===== src/adc_seq_regs.svh =====
`ifndef ADC_SEQ_REGS_SVH
`define ADC_SEQ_REGS_SVH
`define OFS_CTRL 12'h000
`define OFS_SEQ0 12'h008
`define OFS_SEQ1 12'h00c
`define OFS_GDAT0 12'h010
`define OFS_GDAT1 12'h014
`define OFS_RES0 12'h020
`define OFS_RES11 12'h04c
`define OFS_THR_LO 12'h050
`define OFS_THR_HI 12'h054
`define OFS_FLAGS 12'h068
`define F_DIV 7:0
`define F_ASYNC 8
`define F_LOWPWR 10
`define F_THREN 11
`define F_CHAN 11:0
`define F_TRIG 15:12
`define F_POL 18
`define F_EXTRA_SAMPLE_CLOCKS 23:20
`define F_START 26
`define F_BURST 27
`define F_STEP 28
`define F_MODE 30
`define F_ENA 31
`define F_FLAGS 3:0
`define FL_THR 2
`define FL_OVR 3
`define N_CHAN 12
`define N_SYNC 7
`define TRIG_NONE 4'h0
`define TRIG_PIN0 4'h1
`define TRIG_PIN1 4'h2
`define TRIG_TMR3 4'h5
`define TRIG_CMP 4'h6
`define TRIG_PAT 4'h7
`define TRIG_CORE 4'h8
`define RES_MAX 12'hfff
`define RES_MIN 12'h000
`define RST_WORD 32'h0000_0000
`define SAMPLE_HALF_CLKS 6'h0d
`define SAMPLE_CLKS ((`SAMPLE_HALF_CLKS + 6'h01) >> 1)
`define CONV_CLKS 6'h1f
`define MCLK_KHZ 20000
`define CONV_MAX_KHZ 15000
`define MIN_DIV 8'((`MCLK_KHZ + `CONV_MAX_KHZ - 1) / `CONV_MAX_KHZ - 1)
`endif


===== src/adc_seq_pkg.sv =====
`include "adc_seq_regs.svh"
package adc_seq_pkg;
	typedef enum logic [1:0] {ENG_IDLE, ENG_WAKE, ENG_CONV} eng_state_t;
	typedef struct packed {
		logic [`N_SYNC-1:0] s1;
		logic [`N_SYNC-1:0] s2;
	} sync_state_t;
	typedef struct packed {
		logic [7:0] dcnt;
		logic aprev;
		logic [5:0] cnt;
		logic busy;
		logic sample;
		logic done;
	} timer_state_t;
	typedef struct packed {
		eng_state_t st;
		logic [7:0] div;
		logic async_m;
		logic lowpwr;
		logic thren;
		logic [1:0][31:0] seq;
		logic [`N_CHAN-1:0][11:0] res;
		logic [1:0][15:0] gdat;
		logic [11:0] thr_lo;
		logic [11:0] thr_hi;
		logic above_lo;
		logic [3:0] flags;
		logic [1:0] lvl;
		logic [1:0] busy;
		logic [1:0] credit;
		logic [1:0][3:0] ch;
		logic owner;
		logic [3:0] chan;
		logic go;
		logic power;
		logic [31:0] rdata;
		logic ready;
		logic err;
	} ctl_state_t;
endpackage: adc_seq_pkg


===== src/trig_sync.sv =====
`include "adc_seq_regs.svh"
module trig_sync (
	input wire logic mclk_i,
	input wire logic nrst_i,
	input wire logic ce_i,
	input wire logic [`N_SYNC-1:0] raw_i,
	output logic [`N_SYNC-1:0] sync_o
);
	adc_seq_pkg::sync_state_t q;
	adc_seq_pkg::sync_state_t d;

	// RULE26 two-stage synchroniser
	always_comb
	begin
		d = q;
		d.s1 = raw_i;
		d.s2 = q.s1;
	end

	always_ff @(posedge mclk_i or negedge nrst_i)
	begin
		if (!nrst_i)
			q <= '0;
		else if (ce_i)
			q <= d;
	end

	assign sync_o = q.s2;
endmodule: trig_sync


===== src/conv_timer.sv =====
`include "adc_seq_regs.svh"
module conv_timer (
	input wire logic mclk_i,
	input wire logic nrst_i,
	input wire logic ce_i,
	input wire logic async_mode_i,
	input wire logic async_clk_i,
	input wire logic [7:0] div_i,
	input wire logic start_i,
	input wire logic [3:0] extra_i,
	output logic sample_o,
	output logic busy_o,
	output logic done_o
);
	adc_seq_pkg::timer_state_t q;
	adc_seq_pkg::timer_state_t d;
	logic [7:0] eff_div;
	logic tick;
	logic [5:0] cnt_nx;

	// RULE24 clamp keeps converter clock in range
	// RULE18 zero divider passes clock when slow enough
	assign eff_div = (div_i < `MIN_DIV) ? `MIN_DIV : div_i;
	// RULE19 sync divider or async clock edges
	assign tick = async_mode_i ? (async_clk_i && !q.aprev) : (q.dcnt == eff_div);
	assign cnt_nx = q.cnt + 6'h01;

	always_comb
	begin
		d = q;
		d.done = 1'b0;
		d.aprev = async_clk_i;
		d.dcnt = (tick || start_i) ? 8'h00 : q.dcnt + 8'h01;
		if (start_i)
		begin
			d.busy = 1'b1;
			d.sample = 1'b1;
			d.cnt = 6'h00;
		end
		else if (q.busy && tick)
		begin
			d.cnt = cnt_nx;
			// RULE14 sample then convert
			// RULE15 extra sample clocks
			if (cnt_nx == `SAMPLE_CLKS + {2'b00, extra_i})
				d.sample = 1'b0;
			if (cnt_nx == `CONV_CLKS + {2'b00, extra_i})
			begin
				d.busy = 1'b0;
				d.done = 1'b1;
			end
		end
	end

	always_ff @(posedge mclk_i or negedge nrst_i)
	begin
		if (!nrst_i)
			q <= '0;
		else if (ce_i)
			q <= d;
	end

	assign sample_o = q.sample;
	assign busy_o = q.busy;
	assign done_o = q.done;
endmodule: conv_timer


===== src/adc_seq_ctrl.sv =====
// Overview of operation
// RULE1: result is 12-bit, clamped to range
// RULE2: software start launches a conversion
// RULE3: polarity, enable, start in one write
// RULE4: later start writes keep trigger fields
// RULE5: software-only sequences keep trigger zero
// RULE6: channel mask bit n selects input n
// RULE7: trigger code selects hardware source
// RULE8: two independent sequences
// RULE9: trigger starts one step or whole sequence
// RULE10: stepping converts next channel per trigger
// RULE11: positive polarity fires on rising edge
// RULE12: mode one interrupts at sequence end
// RULE13: per-channel result registers
// RULE14: sample 6.5 clocks, conversion 31; the code samples for 7 clocks (SAMPLE_CLKS rounds 6.5 up)
// RULE15: per-sequence extra sample clocks
// RULE16: low power wakes converter on trigger
// RULE17: four separate interrupt outputs
// RULE18: zero divider passes slow clock undivided
// RULE19: synchronous or asynchronous converter clock
// RULE20: twelve inputs multiplexed by mask
// RULE21: threshold and crossing detection flags
// RULE22: burst repeats without triggers
// RULE23: sequence runs until disabled
// RULE24: converter clock at most 15 MHz
// RULE25: all control fields reset to zero
// RULE26: triggers synchronised before edge detect
//
// Decided for this implementation: the placing of the registers and the APB interface to the registers.
`include "adc_seq_regs.svh"
module adc_seq_ctrl (
	input wire logic mclk_i,
	input wire logic nrst_i,
	input wire logic ce_i,
	input wire logic psel_i,
	input wire logic penable_i,
	input wire logic pwrite_i,
	input wire logic [11:0] paddr_i,
	input wire logic [31:0] pwdata_i,
	output logic [31:0] prdata_o,
	output logic pready_o,
	output logic pslverr_o,
	input wire logic [5:0] hw_trig_i,
	input wire logic async_clk_i,
	input wire logic [12:0] core_result_i,
	input wire logic core_below_i,
	output logic core_power_o,
	output logic core_sample_o,
	output logic core_convert_o,
	output logic [3:0] core_chan_o,
	output logic [3:0] irq_o
);
	adc_seq_pkg::ctl_state_t q;
	adc_seq_pkg::ctl_state_t d;
	logic [`N_SYNC-1:0] sync_w;
	logic tm_done;
	logic wr;
	logic hit;
	logic in_res;
	logic [3:0] res_idx;
	logic [31:0] rmux;
	logic [1:0] cur_lvl;
	logic [1:0] hw_edge;
	logic [1:0] wr_seq;
	logic [1:0] sw_start;
	logic [1:0] evt;
	logic [1:0] pend;
	logic [1:0][31:0] seq_e;
	logic [1:0][4:0] first;
	logic pick;
	logic [11:0] res_val;
	logic [4:0] nx;
	logic [3:0] set_fl;
	logic [3:0] clr_fl;

	// RULE7 trigger source decode
	function automatic logic trig_pick(input logic [3:0] code, input logic [5:0] t);
		logic r;
		r = 1'b0;
		case (code)
			`TRIG_PIN0: r = t[0];
			`TRIG_PIN1: r = t[1];
			`TRIG_TMR3: r = t[2];
			`TRIG_CMP: r = t[3];
			`TRIG_PAT: r = t[4];
			`TRIG_CORE: r = t[5];
			default: r = 1'b0;
		endcase
		return r;
	endfunction: trig_pick

	// lowest selected channel above cur, or lowest at all
	function automatic logic [4:0] nxt_sel(input logic [11:0] mask, input logic [3:0] cur, input logic from0);
		logic [4:0] r;
		r = 5'h00;
		for (int i = `N_CHAN - 1; i >= 0; i--)
		begin
			if (mask[i] && (from0 || 4'(i) > cur))
				r = {1'b1, 4'(i)};
		end
		return r;
	endfunction: nxt_sel

	trig_sync u_sync (
		.mclk_i(mclk_i),
		.nrst_i(nrst_i),
		.ce_i(ce_i),
		.raw_i({async_clk_i, hw_trig_i}),
		.sync_o(sync_w)
	);

	conv_timer u_timer (
		.mclk_i(mclk_i),
		.nrst_i(nrst_i),
		.ce_i(ce_i),
		.async_mode_i(q.async_m),
		.async_clk_i(sync_w[`N_SYNC-1]),
		.div_i(q.div),
		.start_i(q.go),
		.extra_i(q.seq[q.owner][`F_EXTRA_SAMPLE_CLOCKS]),
		.sample_o(core_sample_o),
		.busy_o(core_convert_o),
		.done_o(tm_done)
	);

	assign wr = psel_i && penable_i && pwrite_i && q.ready;
	assign pend = q.busy & q.credit;
	assign pick = !pend[0];
	assign nx = nxt_sel(q.seq[q.owner][`F_CHAN], q.chan, 1'b0);
	assign clr_fl = (wr && paddr_i == `OFS_FLAGS) ? pwdata_i[`F_FLAGS] : 4'h0;
	// RULE1 clamp below and above the reference span
	assign res_val = core_below_i ? `RES_MIN :
		(core_result_i > {1'b0, `RES_MAX}) ? `RES_MAX : core_result_i[11:0];
	assign in_res = paddr_i >= `OFS_RES0 && paddr_i <= `OFS_RES11 && paddr_i[1:0] == 2'b00;
	assign res_idx = 4'((paddr_i - `OFS_RES0) >> 2);

	// RULE8 one trigger path per sequence
	for (genvar gs = 0; gs < 2; gs++)
	begin : g_seq
		assign wr_seq[gs] = wr && paddr_i == (gs == 0 ? `OFS_SEQ0 : `OFS_SEQ1);
		assign seq_e[gs] = wr_seq[gs] ? pwdata_i : q.seq[gs];
		// RULE11 polarity folded in before edge detect
		assign cur_lvl[gs] = trig_pick(q.seq[gs][`F_TRIG], sync_w[5:0]) ^ !q.seq[gs][`F_POL];
		// RULE5 code zero never fires
		assign hw_edge[gs] = cur_lvl[gs] && !q.lvl[gs] && q.seq[gs][`F_TRIG] != `TRIG_NONE;
		// RULE3 start acts with enable from the same write
		assign sw_start[gs] = wr_seq[gs] && pwdata_i[`F_START] && pwdata_i[`F_ENA];
		// RULE22 burst restarts an idle sequence
		assign evt[gs] = seq_e[gs][`F_ENA] && (sw_start[gs] || hw_edge[gs] ||
			(seq_e[gs][`F_BURST] && !q.busy[gs]));
		// RULE6 mask bit n selects input n
		assign first[gs] = nxt_sel(seq_e[gs][`F_CHAN], 4'h0, 1'b1);
	end

	always_comb
	begin
		rmux = `RST_WORD;
		hit = 1'b1;
		case (paddr_i)
			`OFS_CTRL: rmux = {20'h00000, q.thren, q.lowpwr, 1'b0, q.async_m, q.div};
			`OFS_SEQ0: rmux = q.seq[0];
			`OFS_SEQ1: rmux = q.seq[1];
			`OFS_GDAT0: rmux = {16'h0000, q.gdat[0]};
			`OFS_GDAT1: rmux = {16'h0000, q.gdat[1]};
			`OFS_THR_LO: rmux = {20'h00000, q.thr_lo};
			`OFS_THR_HI: rmux = {20'h00000, q.thr_hi};
			`OFS_FLAGS: rmux = {28'h0000000, q.flags};
			default:
			begin
				hit = in_res;
				if (in_res)
					rmux = {20'h00000, q.res[res_idx]};
			end
		endcase
	end

	always_comb
	begin
		d = q;
		set_fl = 4'h0;
		d.go = 1'b0;
		d.lvl = cur_lvl;
		d.ready = psel_i && penable_i && !q.ready;
		d.err = psel_i && penable_i && !q.ready && !hit;
		if (d.ready)
			d.rdata = rmux;
		if (wr && paddr_i == `OFS_CTRL)
		begin
			d.div = pwdata_i[`F_DIV];
			d.async_m = pwdata_i[`F_ASYNC];
			d.lowpwr = pwdata_i[`F_LOWPWR];
			d.thren = pwdata_i[`F_THREN];
		end
		if (wr && paddr_i == `OFS_THR_LO)
			d.thr_lo = pwdata_i[11:0];
		if (wr && paddr_i == `OFS_THR_HI)
			d.thr_hi = pwdata_i[11:0];
		// RULE16 powered while any sequence is pending
		d.power = !q.lowpwr || q.busy != 2'b00 || q.st != adc_seq_pkg::ENG_IDLE;
		unique case (q.st)
			adc_seq_pkg::ENG_IDLE:
			begin
				if (pend != 2'b00)
				begin
					if (q.power)
					begin
						d.st = adc_seq_pkg::ENG_CONV;
						d.owner = pick;
						// RULE20 input mux select
						d.chan = q.ch[pick];
						d.go = 1'b1;
						// RULE10 one conversion per trigger
						if (q.seq[pick][`F_STEP])
							d.credit[pick] = 1'b0;
					end
					else
						d.st = adc_seq_pkg::ENG_WAKE;
				end
			end
			adc_seq_pkg::ENG_WAKE:
			begin
				if (q.power)
					d.st = adc_seq_pkg::ENG_IDLE;
			end
			adc_seq_pkg::ENG_CONV:
			begin
				if (tm_done)
				begin
					d.st = adc_seq_pkg::ENG_IDLE;
					// RULE13 per-channel and global result
					d.res[q.chan] = res_val;
					d.gdat[q.owner] = {q.chan, res_val};
					// RULE21 window and crossing detection
					if (q.thren)
					begin
						if (res_val < q.thr_lo || res_val > q.thr_hi || (res_val >= q.thr_lo) != q.above_lo)
							set_fl[`FL_THR] = 1'b1;
						d.above_lo = res_val >= q.thr_lo;
					end
					if (q.busy[q.owner])
					begin
						if (nx[4])
							d.ch[q.owner] = nx[3:0];
						else
						begin
							d.busy[q.owner] = 1'b0;
							d.credit[q.owner] = 1'b0;
						end
						// RULE12 end-of-sequence or per-conversion flag
						if (!q.seq[q.owner][`F_MODE] || !nx[4])
							set_fl[q.owner] = 1'b1;
					end
				end
			end
		endcase
		for (int s = 0; s < 2; s++)
		begin
			if (wr_seq[s])
			begin
				d.seq[s] = pwdata_i;
				d.seq[s][`F_START] = 1'b0;
			end
			// RULE23 sequence stays armed until disabled
			if (!seq_e[s][`F_ENA])
			begin
				d.busy[s] = 1'b0;
				d.credit[s] = 1'b0;
			end
			// RULE9 start step or whole sequence
			// RULE2 software start converts
			else if (evt[s])
			begin
				if (!d.busy[s])
				begin
					if (|seq_e[s][`F_CHAN])
					begin
						d.busy[s] = 1'b1;
						d.credit[s] = 1'b1;
						d.ch[s] = first[s][3:0];
					end
				end
				else if (!d.credit[s])
					d.credit[s] = 1'b1;
				else
					set_fl[`FL_OVR] = 1'b1;
			end
		end
		// RULE17 sticky flags, set wins over clear
		d.flags = (q.flags & ~clr_fl) | set_fl;
	end

	// RULE25 everything clears to zero
	always_ff @(posedge mclk_i or negedge nrst_i)
	begin
		if (!nrst_i)
			q <= '0;
		else if (ce_i)
			q <= d;
	end

	assign prdata_o = q.rdata;
	assign pready_o = q.ready;
	assign pslverr_o = q.err;
	assign core_power_o = q.power;
	assign core_chan_o = q.chan;
	assign irq_o = q.flags;
endmodule: adc_seq_ctrl


===== config.mk =====
export PLATFORM = sky130hd
export DESIGN_NAME = adc_seq_ctrl
export DESIGN_NICKNAME = d
export VERILOG_FILES = /design/src/adc_seq_pkg.sv /design/src/trig_sync.sv /design/src/conv_timer.sv /design/src/adc_seq_ctrl.sv
export VERILOG_INCLUDE_DIRS = /design/src /design/src/src
export SDC_FILE = /design/constraint.sdc
export NUM_CORES = 1
export LEC_CHECK = 0
export ABC_AREA = 1
export BUFFER_PORTS_ARGS = -buffer_cell sky130_fd_sc_hd__buf_4
export CAP_MARGIN = 20
export CORE_MARGIN = 2
export CORE_UTILIZATION = 25
export CTS_CLUSTER_SIZE = 24
export DETAILED_ROUTE_END_ITERATION = 8
export GPL_TIMING_DRIVEN = 0
export PLACE_DENSITY_LB_ADDON = 0.3
export SYNTH_ARGS = -nofsm -noshare
export SYNTH_HDL_FRONTEND = slang
export SYNTH_SLANG_ARGS = --single-unit

===== constraint.sdc =====
create_clock -name mclk_i -period 2.5 [get_ports mclk_i]
set_clock_uncertainty 0.1 [all_clocks]
set_input_delay 0.25 -clock mclk_i [delete_from_list [all_inputs] [get_ports mclk_i]]
set_output_delay 0.25 -clock mclk_i [all_outputs]
set_load 0.005 [all_outputs]

Word-level counts from Yosys, hierarchy flattened

Index checks and enable logic that the tools add are counted.

Register bits after elaboration: 367

Mux-type cells: 138
$lt $le $gt $ge: 27
Bitwise gates (word level): 12
Equality and inequality tests: 28
Reductions and logical operators: 93
Add/subtract/negate cells: 5

Operators by type and width:

| cell                                                                           | number |
|---|---|
| 32-bit case mux with 8 select lines                                            | 1 |
| 4-bit 2-to-1 mux                                                               | 40 |
| 144-bit bitwise mux                                                            | 1 |
| 12-bit 2-to-1 mux                                                              | 7 |
| 32-bit 2-to-1 mux                                                              | 2 |
| 31-bit 2-to-1 mux                                                              | 2 |
| 5-bit 2-to-1 mux                                                               | 12 |
| 29-bit 2-to-1 mux                                                              | 2 |
| 12-bit binary-select mux with 4-bit select                                     | 1 |
| 12-bit demux with 4-bit select                                                 | 1 |
| 1-bit logical AND                                                              | 43 |
| 1-bit 2-to-1 mux                                                               | 42 |
| 8-bit 2-to-1 mux                                                               | 5 |
| 12-bit by 7-bit equality test with 1-bit output, second input constant         | 3 |
| 32-bit bitwise mux                                                             | 1 |
| 12-bit by 4-bit equality test with 1-bit output, second input constant         | 2 |
| 12-bit by 5-bit equality test with 1-bit output, second input constant         | 2 |
| 4-bit by 3-bit equality test with 1-bit output, second input constant          | 6 |
| 12-bit OR reduction                                                            | 2 |
| 16-bit demux with 1-bit select                                                 | 1 |
| 3-bit by 4-bit greater-than comparator with 1-bit output, first input constant | 4 |
| 4-bit greater-than comparator, first input constant                            | 4 |
| 16-bit 2-to-1 mux                                                              | 1 |
| 2-bit 2-to-1 mux                                                               | 8 |
| other kinds (54)                                                               | 110 |

Logic depth before layout (Yosys ltp)

Word-level depth: 30
Gate-level depth with buffers: 22

Modules after synthesis

Synthesis repeated with hierarchy kept, for this count alone.

Cell total of the unflattened synthesis: 2366
Area, all modules: 18681.7 um^2

Modules (own cells, without submodules):

| module       | area an instance (um^2) | instances | seq. area each (um^2) | cells an instance |
|---|---|---|---|---|
| adc_seq_ctrl | 16917.5                 | 1         | 8358.0                | 2124 |
| conv_timer   | 1233.7                  | 1         | 450.4                 | 183 |
| trig_sync    | 530.5                   | 1         | 350.3                 | 59 |

Worst setup path before layout

OpenSTA, ideal clock, no wires.

Path type: input -> register
Start: input core_result_i[12]
End: register q, in the netlist irq_o[2]
Required time: 2.280 ns
Cell stages on the path: 10
Buffers on the path: 2
Setup time: 0.120 ns
Arrival time: 2.026 ns
Path slack: 0.253 ns
Cells stage by stage: clkbuf_1 o21ai_0 clkbuf_1 inv_1 ha_1 nand4_1 o41ai_1 nand3_1 nand2_1 nand2_1

Cells in the longest elaborated chain, start to end: 16

Ends and longest elaborated chain:

| element                                                        | RTL line            | RTL |
|---|---|---|
| start: declaration                                             | adc_seq_ctrl.sv:45  | `input wire logic [12:0] core_result_i,` |
| 13-bit by 12-bit greater-than comparator with 1-bit output (*) | adc_seq_ctrl.sv:133 | `` (core_result_i > {1'b0, `RES_MAX}) ? `RES_MAX : core_result_i[11:0]; `` |
| 12-bit 2-to-1 mux (*)                                          | adc_seq_ctrl.sv:133 |  |
| 12-bit 2-to-1 mux (*)                                          | adc_seq_ctrl.sv:132 | `` assign res_val = core_below_i ? `RES_MIN : `` |
| via res_val[9]                                                 | adc_seq_ctrl.sv:71  | `logic [11:0] res_val;` |
| 12-bit >= comparator (tied with other cells)                   | adc_seq_ctrl.sv:236 | `if (res_val < q.thr_lo \|\| res_val > q.thr_hi \|\| (res_val >= q.thr_lo) != q.above_lo)` |
| 1-bit != test / 1-bit logical OR (equally long branches)       | adc_seq_ctrl.sv:236 |  |
| 1-bit logical OR (*)                                           | adc_seq_ctrl.sv:236 |  |
| 1-bit 2-to-1 mux (*)                                           | adc_seq_ctrl.sv:236 |  |
| 1-bit 2-to-1 mux (*)                                           | adc_seq_ctrl.sv:234 | `if (q.thren)` |
| 1-bit 2-to-1 mux (*)                                           | adc_seq_ctrl.sv:227 | `if (tm_done)` |
| 1-bit 2-to-1 mux (*)                                           | adc_seq_ctrl.sv:200 | `unique case (q.st)` |
| 3-bit by 2-bit bitwise OR with 3-bit output (no source line)   | -                   |  |
| 3-bit 2-to-1 mux                                               | adc_seq_ctrl.sv:250 | `` if (!q.seq[q.owner][`F_MODE] \|\| !nx[4]) `` |
| 4-bit 2-to-1 mux (*)                                           | adc_seq_ctrl.sv:240 | `if (q.busy[q.owner])` |
| 4-bit 2-to-1 mux (*)                                           | adc_seq_ctrl.sv:227 |  |
| 4-bit 2-to-1 mux (*)                                           | adc_seq_ctrl.sv:200 |  |
| 4-bit bitwise OR (*)                                           | adc_seq_ctrl.sv:289 | `d.flags = (q.flags & ~clr_fl) \| set_fl;` |
| end signal: assignment                                         | adc_seq_ctrl.sv:296 | `q <= '0;` |
| end signal: assignment                                         | adc_seq_ctrl.sv:298 | `q <= d;` |
| end: declaration                                               | adc_seq_ctrl.sv:53  | `adc_seq_pkg::ctl_state_t q;` |

The timed path passes the listed nets; every way through them passes the cells marked *. The select of a mux whose other input is x is not followed.
A chain may end at the register's enable or synchronous reset.

Final worst setup path

Start: input paddr_i[2]
End: register q, in the netlist prdata_o[6]

Cells in the longest elaborated chain, start to end: 5

Ends and longest elaborated chain:

| element                                                                                | RTL line                                 | RTL |
|---|---|---|
| start: declaration                                                                     | adc_seq_ctrl.sv:38                       | `input wire logic [11:0] paddr_i,` |
| 6-bit subtractor (no source line) (tied with other cells)                              | -                                        |  |
| 12-bit binary-select mux with 4-bit select / 1-bit logical AND (equally long branches) | -                                        |  |
| 12-bit 2-to-1 mux (not written as such) / 1-bit logical AND (equally long branches)    | adc_seq_ctrl.sv:172, adc_seq_ctrl.sv:134 |  |
| 12-bit 2-to-1 mux                                                                      | adc_seq_ctrl.sv:171                      | `if (in_res)` |
| 32-bit case mux with 8 select lines (*)                                                | adc_seq_ctrl.sv:159                      | `case (paddr_i)` |

Every way passes the cells marked *; elsewhere a longest branch is shown, timed or not. The select of a mux whose other input is x is not followed.

==> impl_metrics.yaml <==
placed_design:
  gp_routability_congestion: 0.918
  dpl_cell_area_mm2: 0.0206
  dpl.hpwl_mm: 52.1
  io_buffers: 112
  pre_cts_ws_ps: -1150
worst_hold_path:
  holdPathEnd: "q[257]"
  hold_path_class: "input port to register"
  hold_path.startpoint: "core_result_i[9]"
  hold_depth: 3
synthesis:
  synth-xor-area-share: 0.00899
  synth_edf_count: 0
  synth_adder_area_share: 0.0203
  synth.distinct_cells: 57
  synth_area_per_cell_um2: 8.12
  yosys.area_share.simple: 0.199
  netlist_top_cells_area: "dfrtp_1, nand2_1, o21ai_0, inv_1, nor2_1"
  ys_ff_latch: 366
  yosysTopAreaCellShare: 0.495
  async_flop_share: 1.00
  yosysWarnings: 0
  synth_area_leader_cell: "dfrtp_1"
  synth_top_family_by_area: "simple AND/OR/NAND/NOR gates"
  muxShareOfSynthArea: 0.000541
  synth_compound_area_frac: 0.190
  synthesis.nets: 2382
  ys_seq_area_frac: 0.495
  synth_flop_cell: "dfrtp_1"
  netlist_instances: 2281
  synth.cell_area_mm2: 0.0185
drt:
  wl_met3_mm: 3.96
  routed_via_density: 4.89
  totalWireLength_mm: 69.8
  wire_per_inst_um: 20.0
  drt_iter0_drc: 1532
  firstDrtPassIters: 7
  wl_met1_mm: 31.1
  drc: 1
  top_layer: "met5"
  detail-route-antenna-nets: 0
  vias: 17072
  met2_length_mm: 32.7
setup_path:
  path_cells: "buf_4 > nor2_1 > inv_1 > clkbuf_1 > o22ai_1 > o311ai_0 > a21oi_1 > a21oi_1"
  critical_path.top_delay_family: "compound AO/OA/AOI/OAI gates"
  cp.arrival_ps: 2850
  worst-path-buf-inv: 3
  cp_common_cell: "a21oi_1"
  critical_path_required_ps: 2900
  r2r_cells: 14
  critPathKind: "input port to register"
  critPathMaxFanout: 10
  r2r_end: "q[45]"
  slowest_stage: "o311ai_0"
  slowest_delay_ps: 890
  r2r_slack_ps: 110
  cp-end-kind: "register"
  startpoint_type: "input port"
  r2r_start: "pready_o"
floorplanning:
  core_area_mm2: 0.0731
  rows: 99
  dieArea_mm2: 0.0762
  initial_utilization: 0.253
  num_io_pins: 116
  die_w_um: 276
  die_y_um: 276
flow_run:
  drv_cap: 0
cells_and_area:
  mostFrequentLayoutCell: "nand2_1"
  fillCellCount: 7852
  multi_input_area_mm2: 0.00809
  utilization: 0.316
  area_growth_pct: 24.8
  seq_area_mm2: 0.00917
  antennaDiodeCount: 0
  layout-drive-gt1-share: 0.165
  fin_area_mm2: 0.0231
  nets: 2602
  layout_common_cells: "nand2_1, dfrtp_1, o21ai_0"
timing:
  fin_crit_sh: 0.980
  max_freq_mhz: 408
  maxSlewHeadroom: 0.287
  worstMarginPinSlew_ps: 1060
  report.final.hold_viol_count: 6
  report.final.slew_viol_count: 0
  fin_crit_ps: 2450
  hold_ws_ps: -34.5
  fin_ws_ps: 50.6
  setup_violations: 0
grt:
  grt_pass1_wl_mm: 105
  grt_overflow: 0
  grt_pass1_vias: 16586
  antenna_found_initial: 1
  grt_max_degree: 105
  track_usage: 0.180
clock_tree:
  cts_buffer_depth: 3
  htree_levels: 2
  numCtsBuffers: 42
  cts.clk_slew.worst_paths_ps: 60
  clockRootBuffer: "clkbuf_16"
  tritoncts: "built"
  clock_latency_ps: 570
  cts.sinks: 366
pwr:
  ir_worst_vdd_v: 0.000365
  leakagePower_nw: 10.7
  cellPowerDensity_mw_per_mm2: 633
status:
  violations: "design-rule violations, negative hold slack"
  run_status: "finished, violations left"
==> through the flow <==
stage	TNS [ps]	instances	hold slack (ps)	power (mW)
floorplan	0	2281	-146	7.21
global placement	-1116500	3352	356	7.90
detailed placement	-125970	3355	213	7.93
CTS	0	3468	3.11	14.7
global route	-155	3493	4.14	15.2
finish	0	3493	-34.5	14.6
==> cells by family after synthesis <==
| group | after synthesis |
|---|---|
| simple gates | 880 |
| compound gates | 613 |
| buf+inv | 371 |
| flops | 366 |
| fa+ha+maj | 30 |
| xor+xnor | 19 |
| other cells | 1 |
| mux | 1 |
==> power by group <==
part           switching [mW]  internal (mW)  leakage [nW]
Sequential              0.187           6.14          4.90
Clock                    2.61           4.13         0.732
Combinational           0.990          0.577          5.05
==> worst max-delay path by stage <==
| stage | start | cells after the start | slack [ps] | end |
|---|---|---|---|---|
| global route | q[335] | 10 | -30 | q[243] |
| global placement | nrst_i | 1 | -2770 | u_sync.d[5] |
| floorplan | core_result_i[12] | 10 | 250 | irq_o[2] |
| finish | paddr_i[2] | 8 | 50 | prdata_o[6] |
| CTS | q[335] | 9 | 4 | q[167] |
| detailed placement | core_result_i[12] | 11 | -1150 | irq_o[2] |
==> tightest hold or removal path, cell delays in order <==
cell and delay, ps:
buf_4 90, o21ai_4 90, o21ai_0 160
==> synth_stat cells, drive strengths merged (2+ instances only) <==
| cell type | number |
|---|---|
| o2111ai | 2 |
| xor2 | 15 |
| clkbuf | 93 |
| o41ai | 3 |
| clkinv | 6 |
| a21oi | 81 |
| a221oi | 7 |
| buf | 55 |
| o211ai | 12 |
| nor3 | 19 |
| dfrtp | 366 |
| ha | 30 |
| inv | 217 |
| nand4 | 36 |
| o31ai | 6 |
| a32o | 3 |
| a41oi | 3 |
| a2bb2oi | 2 |
| or2 | 10 |
| xnor2 | 4 |
| a31oi | 9 |
| nand3 | 62 |
| o22ai | 43 |
| a22oi | 14 |
| o21ai | 372 |
| o21a | 4 |
| o311ai | 2 |
| nor4 | 6 |
| o221ai | 23 |
| nand2 | 607 |
| nor2 | 139 |
| a211oi | 4 |
| a22o | 20 |
==> registers in the layout (all words and copies together), names as in the netlist <==
name,cells
u_timer.done_o,1
irq_o,4
pready_o,1
u_timer.busy_o,1
pslverr_o,1
q,292
core_chan_o,4
prdata_o,31
u_sync.d,7
u_timer.sample_o,1
u_timer.q,15
u_sync.sync_o,7
core_power_o,1
==> layer usage <==
metal | global-route usage | vias to the layer above
met5 | 0 | -
met4 | 0.0573 | 2
met3 | 0.0303 | 120
met2 | 0.293 | 522
met1 | 0.244 | 8397
li1 | - | 8031
==> final cells by class <==
class / count / share of cell area
clock buffer: 64 / 0.0552
inverter: 223 / 0.0366
sequential: 366 / 0.397
clock inverter: 13 / 0.00969
multi-input combinational: 1544 / 0.350
timing repair buffer: 177 / 0.0643
tap: 959 / 0.0519
buffer: 147 / 0.0351
==> timing repair <==
| action | in CTS | in global routing |
|---|---|---|
| buffers inserted | 8 | 24 |
| endpoints found under the hold margin | 135 | 0 |
| setup endpoints to repair | 216 | 203 |
| gates resized for setup | 57 | 130 |
| pin swaps | 5 | 19 |
| gates cloned | 0 | 1 |
| hold buffers | 29 | 0 |
(Power assumes the default switching activity.)
